<file path="src/verilog/aif_pkg.sv">
`default_nettype none
package aif_pkg;
    // ------------------------------------------------------------------
    // Widths and counts
    // ------------------------------------------------------------------
    localparam int          AIF_DW      = 16;
    localparam int          AIF_AW      = 4;
    localparam int          AIF_NCH     = 4;
    localparam int          AIF_NEOC    = 16;
    localparam int          AIF_SELW    = 4;
    localparam int          AIF_CFGW    = 8;

    // ------------------------------------------------------------------
    // Register offsets (word index on the register port)
    // ------------------------------------------------------------------
    localparam logic [3:0]  AIF_OFS_FLAG     = 4'h3;
    localparam logic [3:0]  AIF_OFS_FLAG_CLR = 4'h4;
    localparam logic [3:0]  AIF_OFS_OVF      = 4'h5;
    localparam logic [3:0]  AIF_OFS_OVF_CLR  = 4'h6;
    localparam logic [3:0]  AIF_OFS_SEL_LO   = 4'h7;
    localparam logic [3:0]  AIF_OFS_SEL_HI   = 4'h8;
    localparam logic [3:0]  AIF_OFS_IRQ_STAT = 4'hA;
    localparam logic [3:0]  AIF_OFS_IRQ_MASK = 4'hB;

    // ------------------------------------------------------------------
    // Selection byte layout
    // ------------------------------------------------------------------
    localparam int          AIF_SEL_LSB  = 0;
    localparam int          AIF_ENA_BIT  = 5;
    localparam int          AIF_CONT_BIT = 6;
    localparam logic [7:0]  AIF_CFG_WMASK = 8'h6F;

    // ------------------------------------------------------------------
    // Reset values
    // ------------------------------------------------------------------
    localparam logic [15:0] AIF_RST_WORD = 16'h0000;
    localparam logic [3:0]  AIF_RST_NIB  = 4'h0;
    localparam logic [7:0]  AIF_RST_CFG  = 8'h00;

    // ------------------------------------------------------------------
    // Per-channel state kept by the channel module
    // ------------------------------------------------------------------
    typedef enum logic [1:0] {
        AIF_CH_IDLE,
        AIF_CH_FLAGGED
    } aif_ch_state_t;
endpackage
`default_nettype wire

</file>
<file path="src/verilog/aif_channel.sv">
`timescale 1ns/10ps
`default_nettype none
module aif_channel (
    input  wire logic       clk_sys,
    input  wire logic       rst_sync_n,
    input  wire logic       clk_en,
    input  wire logic [7:0] cfg,
    input  wire logic [15:0] eoc,
    input  wire logic       flag_clr,
    input  wire logic       ovf_clr,
    output logic            irq_pulse,
    output logic            flag,
    output logic            ovf
);
    // ------------------------------------------------------------------
    // Event pick and decision
    // ------------------------------------------------------------------
    aif_pkg::aif_ch_state_t state;
    aif_pkg::aif_ch_state_t next_state;
    logic                   next_ovf;
    logic                   next_irq_pulse;
    logic                   enabled;
    logic                   cont;
    logic                   hit;

    // Decode the channel byte
    always_comb begin
        enabled = cfg[aif_pkg::AIF_ENA_BIT];
        cont    = cfg[aif_pkg::AIF_CONT_BIT];
        hit     = enabled && eoc[cfg[aif_pkg::AIF_SEL_LSB +: aif_pkg::AIF_SELW]]; // RQ10 RQ14
    end

    // Next flag, overflow and pulse
    always_comb begin
        next_state     = state;
        next_ovf       = ovf;
        next_irq_pulse = 1'b0;
        if (flag_clr) begin
            next_state = aif_pkg::AIF_CH_IDLE; // RQ1
        end
        if (ovf_clr) begin
            next_ovf = 1'b0; // RQ5
        end
        case (state)
            aif_pkg::AIF_CH_IDLE: begin
                if (hit) begin
                    next_state     = aif_pkg::AIF_CH_FLAGGED; // RQ2 RQ13
                    next_irq_pulse = 1'b1;
                end
            end
            aif_pkg::AIF_CH_FLAGGED: begin
                if (hit && flag_clr) begin
                    // Hardware set beats the clear: fresh flag, no overflow
                    next_state     = aif_pkg::AIF_CH_FLAGGED; // RQ2
                    next_irq_pulse = 1'b1; // RQ2 RQ13
                end else if (hit) begin
                    next_ovf       = 1'b1; // RQ3 RQ4 RQ6
                    next_irq_pulse = cont; // RQ7 RQ8
                end
            end
            default: begin
                next_state = aif_pkg::AIF_CH_IDLE;
            end
        endcase
    end

    // Register channel state
    always_ff @(posedge clk_sys or negedge rst_sync_n) begin
        if (!rst_sync_n) begin
            state     <= aif_pkg::AIF_CH_IDLE;
            ovf       <= 1'b0;
            irq_pulse <= 1'b0;
        end else if (clk_en) begin
            state     <= next_state;
            ovf       <= next_ovf;
            irq_pulse <= next_irq_pulse;
        end
    end

    assign flag = (state == aif_pkg::AIF_CH_FLAGGED);
endmodule
`default_nettype wire

</file>
<file path="src/verilog/aif_top.sv">
//
// Overview of operation
// RQ1 - Writing one to flag clear bit clears that channel flag; reads zero.
// RQ2 - Event and flag clear together: flag stays set, overflow untouched.
// RQ3 - Event while flag already set sets that channel's overflow bit.
// RQ4 - Overflow detection ignores continue mode.
// RQ5 - Writing one to overflow clear bit clears overflow; reads zero.
// RQ6 - Overflow set and clear together: overflow ends set.
// RQ7 - Continue off: no more pulses until flag cleared.
// RQ8 - Continue on: pulse on every selected event.
// RQ9 - Per-channel enable bit gates the interrupt.
// RQ10 - Four-bit field picks one of sixteen events as trigger.
// RQ11 - Channels one, two at offset 7; three, four at offset 8.
// RQ12 - Reset clears all registers: channels disabled, event zero chosen.
// RQ13 - Flag reads one once a pulse was made since last clear.
// RQ14 - Disabled channel makes no pulse, flag or overflow.
//
`timescale 1ns/10ps
`default_nettype none
module aif_top (
    input  wire logic        clk_sys,
    input  wire logic        rst_n,
    input  wire logic        clk_en,
    input  wire logic [3:0]  reg_addr,
    input  wire logic [15:0] reg_wdata,
    input  wire logic        reg_wr,
    input  wire logic        reg_rd,
    output logic      [15:0] reg_rdata,
    input  wire logic [15:0] eoc,
    output logic      [3:0]  irq_pulse,
    output logic             irq
);
    // ------------------------------------------------------------------
    // Reset release
    // ------------------------------------------------------------------
    logic rst_meta_n;
    logic rst_sync_n;

    // Two-stage release of the asynchronous reset
    always_ff @(posedge clk_sys or negedge rst_n) begin
        if (!rst_n) begin
            rst_meta_n <= 1'b0;
            rst_sync_n <= 1'b0;
        end else begin
            rst_meta_n <= 1'b1;
            rst_sync_n <= rst_meta_n;
        end
    end

    // ------------------------------------------------------------------
    // Register decode
    // ------------------------------------------------------------------
    function automatic logic wr_hit(input logic [3:0] a, input logic [3:0] ofs,
                                    input logic we);
        wr_hit = we && (a == ofs);
    endfunction

    logic [7:0]  cfg [4];
    logic [7:0]  next_cfg [4];
    logic [3:0]  mask;
    logic [3:0]  next_mask;
    logic [3:0]  stat;
    logic [3:0]  next_stat;
    logic [15:0] next_rdata;
    logic [3:0]  flag;
    logic [3:0]  ovf;
    logic [3:0]  flag_clr;
    logic [3:0]  ovf_clr;
    logic [3:0]  ch_pulse;
    logic [3:0]  ovf_q;
    logic [3:0]  next_ovf_q;

    // Write-one-to-clear strobes, decoded from the write alone; channels act on them only in an enabled cycle
    always_comb begin
        flag_clr = {4{wr_hit(reg_addr, aif_pkg::AIF_OFS_FLAG_CLR, reg_wr)}}
                   & reg_wdata[3:0]; // RQ1
        ovf_clr  = {4{wr_hit(reg_addr, aif_pkg::AIF_OFS_OVF_CLR, reg_wr)}}
                   & reg_wdata[3:0]; // RQ5
    end

    // Selection and interrupt registers
    always_comb begin
        next_cfg  = cfg;
        next_mask = mask;
        if (wr_hit(reg_addr, aif_pkg::AIF_OFS_SEL_LO, reg_wr)) begin
            next_cfg[0] = reg_wdata[7:0] & aif_pkg::AIF_CFG_WMASK; // RQ11 RQ9
            next_cfg[1] = reg_wdata[15:8] & aif_pkg::AIF_CFG_WMASK; // RQ11
        end
        if (wr_hit(reg_addr, aif_pkg::AIF_OFS_SEL_HI, reg_wr)) begin
            next_cfg[2] = reg_wdata[7:0] & aif_pkg::AIF_CFG_WMASK; // RQ11
            next_cfg[3] = reg_wdata[15:8] & aif_pkg::AIF_CFG_WMASK; // RQ11
        end
        if (wr_hit(reg_addr, aif_pkg::AIF_OFS_IRQ_MASK, reg_wr)) begin
            next_mask = reg_wdata[3:0];
        end
    end

    // Sticky status: pulse or new overflow sets, write one clears, set wins
    always_comb begin
        next_ovf_q = ovf;
        next_stat  = stat;
        if (wr_hit(reg_addr, aif_pkg::AIF_OFS_IRQ_STAT, reg_wr)) begin
            next_stat = stat & ~reg_wdata[3:0];
        end
        next_stat = next_stat | ch_pulse | (ovf & ~ovf_q);
    end

    // Read mux, data one cycle after the strobe
    always_comb begin
        next_rdata = aif_pkg::AIF_RST_WORD;
        if (reg_rd) begin
            case (reg_addr)
                aif_pkg::AIF_OFS_FLAG:     next_rdata = {12'h000, flag}; // RQ13
                aif_pkg::AIF_OFS_OVF:      next_rdata = {12'h000, ovf}; // RQ3
                aif_pkg::AIF_OFS_SEL_LO:   next_rdata = {cfg[1], cfg[0]};
                aif_pkg::AIF_OFS_SEL_HI:   next_rdata = {cfg[3], cfg[2]};
                aif_pkg::AIF_OFS_IRQ_STAT: next_rdata = {12'h000, stat};
                aif_pkg::AIF_OFS_IRQ_MASK: next_rdata = {12'h000, mask};
                default:                   next_rdata = aif_pkg::AIF_RST_WORD; // RQ1 RQ5
            endcase
        end
    end

    // Register file storage
    always_ff @(posedge clk_sys or negedge rst_sync_n) begin
        if (!rst_sync_n) begin
            for (int i = 0; i < aif_pkg::AIF_NCH; i++) begin
                cfg[i] <= aif_pkg::AIF_RST_CFG; // RQ12
            end
            mask      <= aif_pkg::AIF_RST_NIB;
            stat      <= aif_pkg::AIF_RST_NIB;
            ovf_q     <= aif_pkg::AIF_RST_NIB;
            reg_rdata <= aif_pkg::AIF_RST_WORD;
        end else if (clk_en) begin
            cfg       <= next_cfg;
            mask      <= next_mask;
            stat      <= next_stat;
            ovf_q     <= next_ovf_q;
            reg_rdata <= next_rdata;
        end
    end

    // ------------------------------------------------------------------
    // Channels
    // ------------------------------------------------------------------
    for (genvar c = 0; c < aif_pkg::AIF_NCH; c++) begin : g_ch
        aif_channel u_ch (
            .clk_sys    (clk_sys),
            .rst_sync_n (rst_sync_n),
            .clk_en     (clk_en),
            .cfg        (cfg[c]),
            .eoc        (eoc),
            .flag_clr   (flag_clr[c]),
            .ovf_clr    (ovf_clr[c]),
            .irq_pulse  (ch_pulse[c]),
            .flag       (flag[c]),
            .ovf        (ovf[c])
        );
    end

    // Outputs
    assign irq_pulse = ch_pulse;
    assign irq       = |(stat & mask);
endmodule
`default_nettype wire

</file>
<file path="config.mk">
export PLATFORM = sky130hd
export DESIGN_NAME = aif_top
export DESIGN_NICKNAME = d
export VERILOG_FILES = /design/src/verilog/aif_pkg.sv /design/src/verilog/aif_channel.sv /design/src/verilog/aif_top.sv
export SDC_FILE = /design/constraint.sdc
export NUM_CORES = 1
export LEC_CHECK = 0
export BUFFER_PORTS_ARGS = -buffer_cell sky130_fd_sc_hd__buf_2
export CAP_MARGIN = 20
export CORE_UTILIZATION = 38
export CTS_BUF_LIST = sky130_fd_sc_hd__clkbuf_16
export DETAILED_ROUTE_END_ITERATION = 8
export HOLD_SLACK_MARGIN = 0.1
export SLEW_MARGIN = 10
export SYNTH_ARGS = -nofsm -noshare
export SYNTH_HDL_FRONTEND = slang
export SYNTH_SLANG_ARGS = --single-unit
</file>
<file path="constraint.sdc">
create_clock -name clk_sys -period 2.8 [get_ports clk_sys]
set_input_delay 0.14 -clock clk_sys [delete_from_list [all_inputs] [get_ports clk_sys]]
set_output_delay 0.14 -clock clk_sys [all_outputs]
set_load 0.01 [all_outputs]
</file>
==> metrics list <==
- The flow ran to the end, and the final reports show no timing, DRC or antenna violations.
* Worst Slack Setup Final: 1050 ps
* Avg Vias per Cell: 5.59
* Leak pwr: 0.00197 uW
* Met2 global-route usage: 37.3%
- STA puts the critical path data required time at 3070 ps.
* Cell chain of the critical path: mux2i_1 > a311oi_1 > o2111ai_1 > nand3_1
* Hold Path Class: in -> async
- After clock tree synthesis, the repair step resized 0 gates.
- Largest fanout of any net on the critical path: 10
- Hold slack: roughly 110 ps
- Synthesis produced roughly 360 cells.
- Worst voltage drop across the vdd grid: approximately 0.00027 V
- The final route contains slightly above 3000 vias.
- The smallest clock period supported by the final layout is computed as 1750 ps.
- For this run, the post-layout net count is 450.
* Core Util, Final: 46.2%
- The critical path starts at cfg[9].
* Total global routing track utilization: 21.6%
* Die Span Y: 102 um
* Unrepaired setup endpoints after global routing: no
- From synthesis to final layout, the design area changed by 18.5%.
- Yosys warning count: 0
* Clock buffer depth: 2
* CP Buf/Inv Count: 0
- Counting flops and latches in the post-synthesis netlist gives 66.
* Worst setup EP type: flop
- Root Buffer: sky130_fd_sc_hd__clkbuf_16
- The die covers around 0.010 sq mm.
* Worst slew pin tran: 870 ps
- By area the synthesized netlist is led by sky130_fd_sc_hd__dfrtp_1 44%, sky130_fd_sc_hd__mux2i_1 11%, sky130_fd_sc_hd__o2bb2ai_1 3.9%.
- STA puts the critical path data arrival time at 2020 ps.
* Worst-skew pair later-pin latency: 340 ps
- After detailed routing, the average wire length per cell comes to 18.6 um.
- Of the post-synthesis cell area, the dominant cell type holds a little over two fifths.
- Detailed placement ended at an HPWL of 7.52 mm.
* Clock tree from TritonCTS: done
- After routing the design area is 0.00449 sq mm.
- A synthesized cell averages between 10 and 15 sq um.
* Starting density of the core: between 30% and 40%
- The synthesized design contains 0 enable-type register cells.
- I/O Buffers: 53
- After clock tree synthesis, the clock-pin slew on the worst setup and hold paths is 60 ps.
* Count of boundary I/O pins: 62
* Initial antenna violation count: 0
* Cell area after synthesis: 0.00379 sq mm
- Power spread over the standard cell area amounts to roughly 700 mW/mm^2.
* Max cap viols: 0
- DRC Markers: 0
- Setup total negative slack on the finished layout was measured at 0 ps.
* Top_reg_cell synth: sky130_fd_sc_hd__dfrtp_1
* Post-synthesis cell type with the largest combined area: sky130_fd_sc_hd__dfrtp_1
- After clock tree synthesis, the setup repair step added 0 buffers.
- The number of different library cells used by synthesis comes to 54.
- The critical path in this run is classified as reg -> reg.
- Core Region: 0.00973 sq mm
- Part of the Yosys area used for sequential elements: 43.6%
- The detailed router finished its first iteration with 148 violations.
- The count of nets left with antenna violations once routing finished came out at 0.
- Slowest Stage Delay on Critical Path: approximately 670 ps
- In the global route stage, met3 resource usage came out at under 10%.
- Of the cells placed in the final design, the portion with a size suffix greater than 1 is 23.9%.
- For this run, the top clock speed supported by timing is 0.570 GHz.
- The congestion estimate from routability-driven global placement came to 0.853.
* Count of antenna diodes in the layout: 0
* Layer with the highest usage: met2
* Worst setup timing slack at the placement stage: 798 ps
- Reg-to-reg critical path startpoint: cfg[9]
- In the finished design, the share of the clock period the worst path needs comes to 62.6%.
- Async set or reset register ratio after synthesis: 100%
* Pin count of the biggest net entering global routing: 25
* Placement Rows: 36
- Across the routed clock network, the largest skew measured is about 9.6 ps.
* Post-Place Cell Area: 0.00410 sq mm
- Aggregate global routing overflow: 0
- Number of failing setup endpoints in the final timing report: 0
- Met1 Usage GRT: 27.7%
- Cts bufs inserted: 9
- The number of global-route vias before repair is 3165.
- Hold-fix buffer count after cts: 9
* Number of pins exceeding their max-slew limit in the final report: 0
- Broken down by cell family, the worst path's largest delay share belongs to compound AO/OA/AOI/OAI gates.
* Global-route wire length before repair: 16.7 mm
- The worst setup path is launched from a flop.
- Number of sinks on the clock net: 66
- Measured along the x axis, the die boundary spans roughly 100 um.
- Filler instances: 974
- The routed design has 10.2 mm of wire.
- The slowest stage of the critical path belongs to the cell sky130_fd_sc_hd__dfrtp_1.
- In this run the tightest slew margin relative to its limit is 41.9%.
- CTS H-tree depth: 3
- The count of endpoints failing hold in the final timing report was 0.
- The first TritonRoute pass finished after 4 iterations.
per-stage QoR:
step / power [uW] / cells
floorplan: 1840 / 359
global placement: 2050 / 522
detailed placement: 2070 / 522
CTS: 3230 / 547
global route: 3380 / 547
finish: 3220 / 547
path summary, 6_finish.rpt:
check	end	slack, ps	cells past startpoint
max	g_ch[2].u_ch.irq_pulse	1050	4
min	rst_sync_n	110	2
max reg2reg	g_ch[2].u_ch.irq_pulse	1050	4
min reg2reg	reg_rdata[5]	220	0
max in group asynchronous	g_ch[2].u_ch.irq_pulse	1920	1
min in group clk_sys	cfg[27]	120	3
layer usage:
layer	part of all wire, %	vias up
met2	49	75
li1	-	1438
met4	1.2	0
met1	45	1530
met3	4.9	12
met5	0	-
flip-flops by register name, summed over array words and instances (netlist names):
| register | count |
|---|---|
| g_ch.u_ch.ovf | 4 |
| g_ch.u_ch.state | 8 |
| g_ch.u_ch.irq_pulse | 4 |
| rst_meta_n | 1 |
| rst_sync_n | 1 |
| ovf_q | 4 |
| mask | 4 |
| cfg | 24 |
| reg_rdata | 12 |
| stat | 4 |
power breakdown:
part	internal, uW	total [uW]	switching [uW]	leakage, uW
logic	343	703	360	0.00101
clock network	695	1150	458	0.000135
registers	1130	1370	233	0.000822
total	2170	3220	1050	0.00197
cells in the mapped netlist, types with 8 or more instances:
library cell                 n
sky130_fd_sc_hd__dfrtp_1    66
sky130_fd_sc_hd__mux2i_1    40
sky130_fd_sc_hd__nand2_1    31
sky130_fd_sc_hd__o21ai_0    18
sky130_fd_sc_hd__a22oi_1    17
sky130_fd_sc_hd__nor2b_1    17
sky130_fd_sc_hd__o2bb2ai_1  17
sky130_fd_sc_hd__inv_1      12
sky130_fd_sc_hd__mux2_2     12
sky130_fd_sc_hd__buf_4      11
sky130_fd_sc_hd__nand3_1    11
sky130_fd_sc_hd__buf_2       9
sky130_fd_sc_hd__nor2_1      8
final cells by class:
| type | count | area, sq um | area share [%] |
|---|---|---|---|
| multi-input combinational | 255 | 1950 | 43.3 |
| sequential | 66 | 1650 | 36.8 |
| timing repair buffer | 65 | 378 | 8.41 |
| clock buffer | 9 | 225 | 5.01 |
| tap | 133 | 166 | 3.70 |
| clock inverter | 7 | 77.6 | 1.73 |
| inverter | 12 | 45.0 | 1.00 |
cell usage in the layout (no fill, tap or decap), drive strengths merged, types with 5 or more instances in the layout:
cell / synthesis / final
o21ai: 20 / 20
nand4b: 6 / 6
buf: 21 / 56
dlygate4sd3: 0 / 9
o2bb2ai: 17 / 17
nand2: 31 / 31
inv: 12 / 14
a22oi: 17 / 17
mux2: 22 / 22
nor2b: 18 / 18
a221oi: 6 / 6
a21oi: 6 / 6
nor2: 9 / 9
nand3: 11 / 11
mux2i: 40 / 40
clkbuf: 5 / 9
conb: 2 / 5
dfrtp: 66 / 66
cells by family after synthesis:
kind of cell           count (synthesis)  synth area share [%]
muxes                                 62                  17.5
other                                  2                 0.198
DFF                                   66                  43.6
AOI/OAI and AO/OA                     94                  18.6
and+or+nand+nor                       94                  14.8
buffers and inverters                 38                  5.38
(Power assumes the default switching activity.)
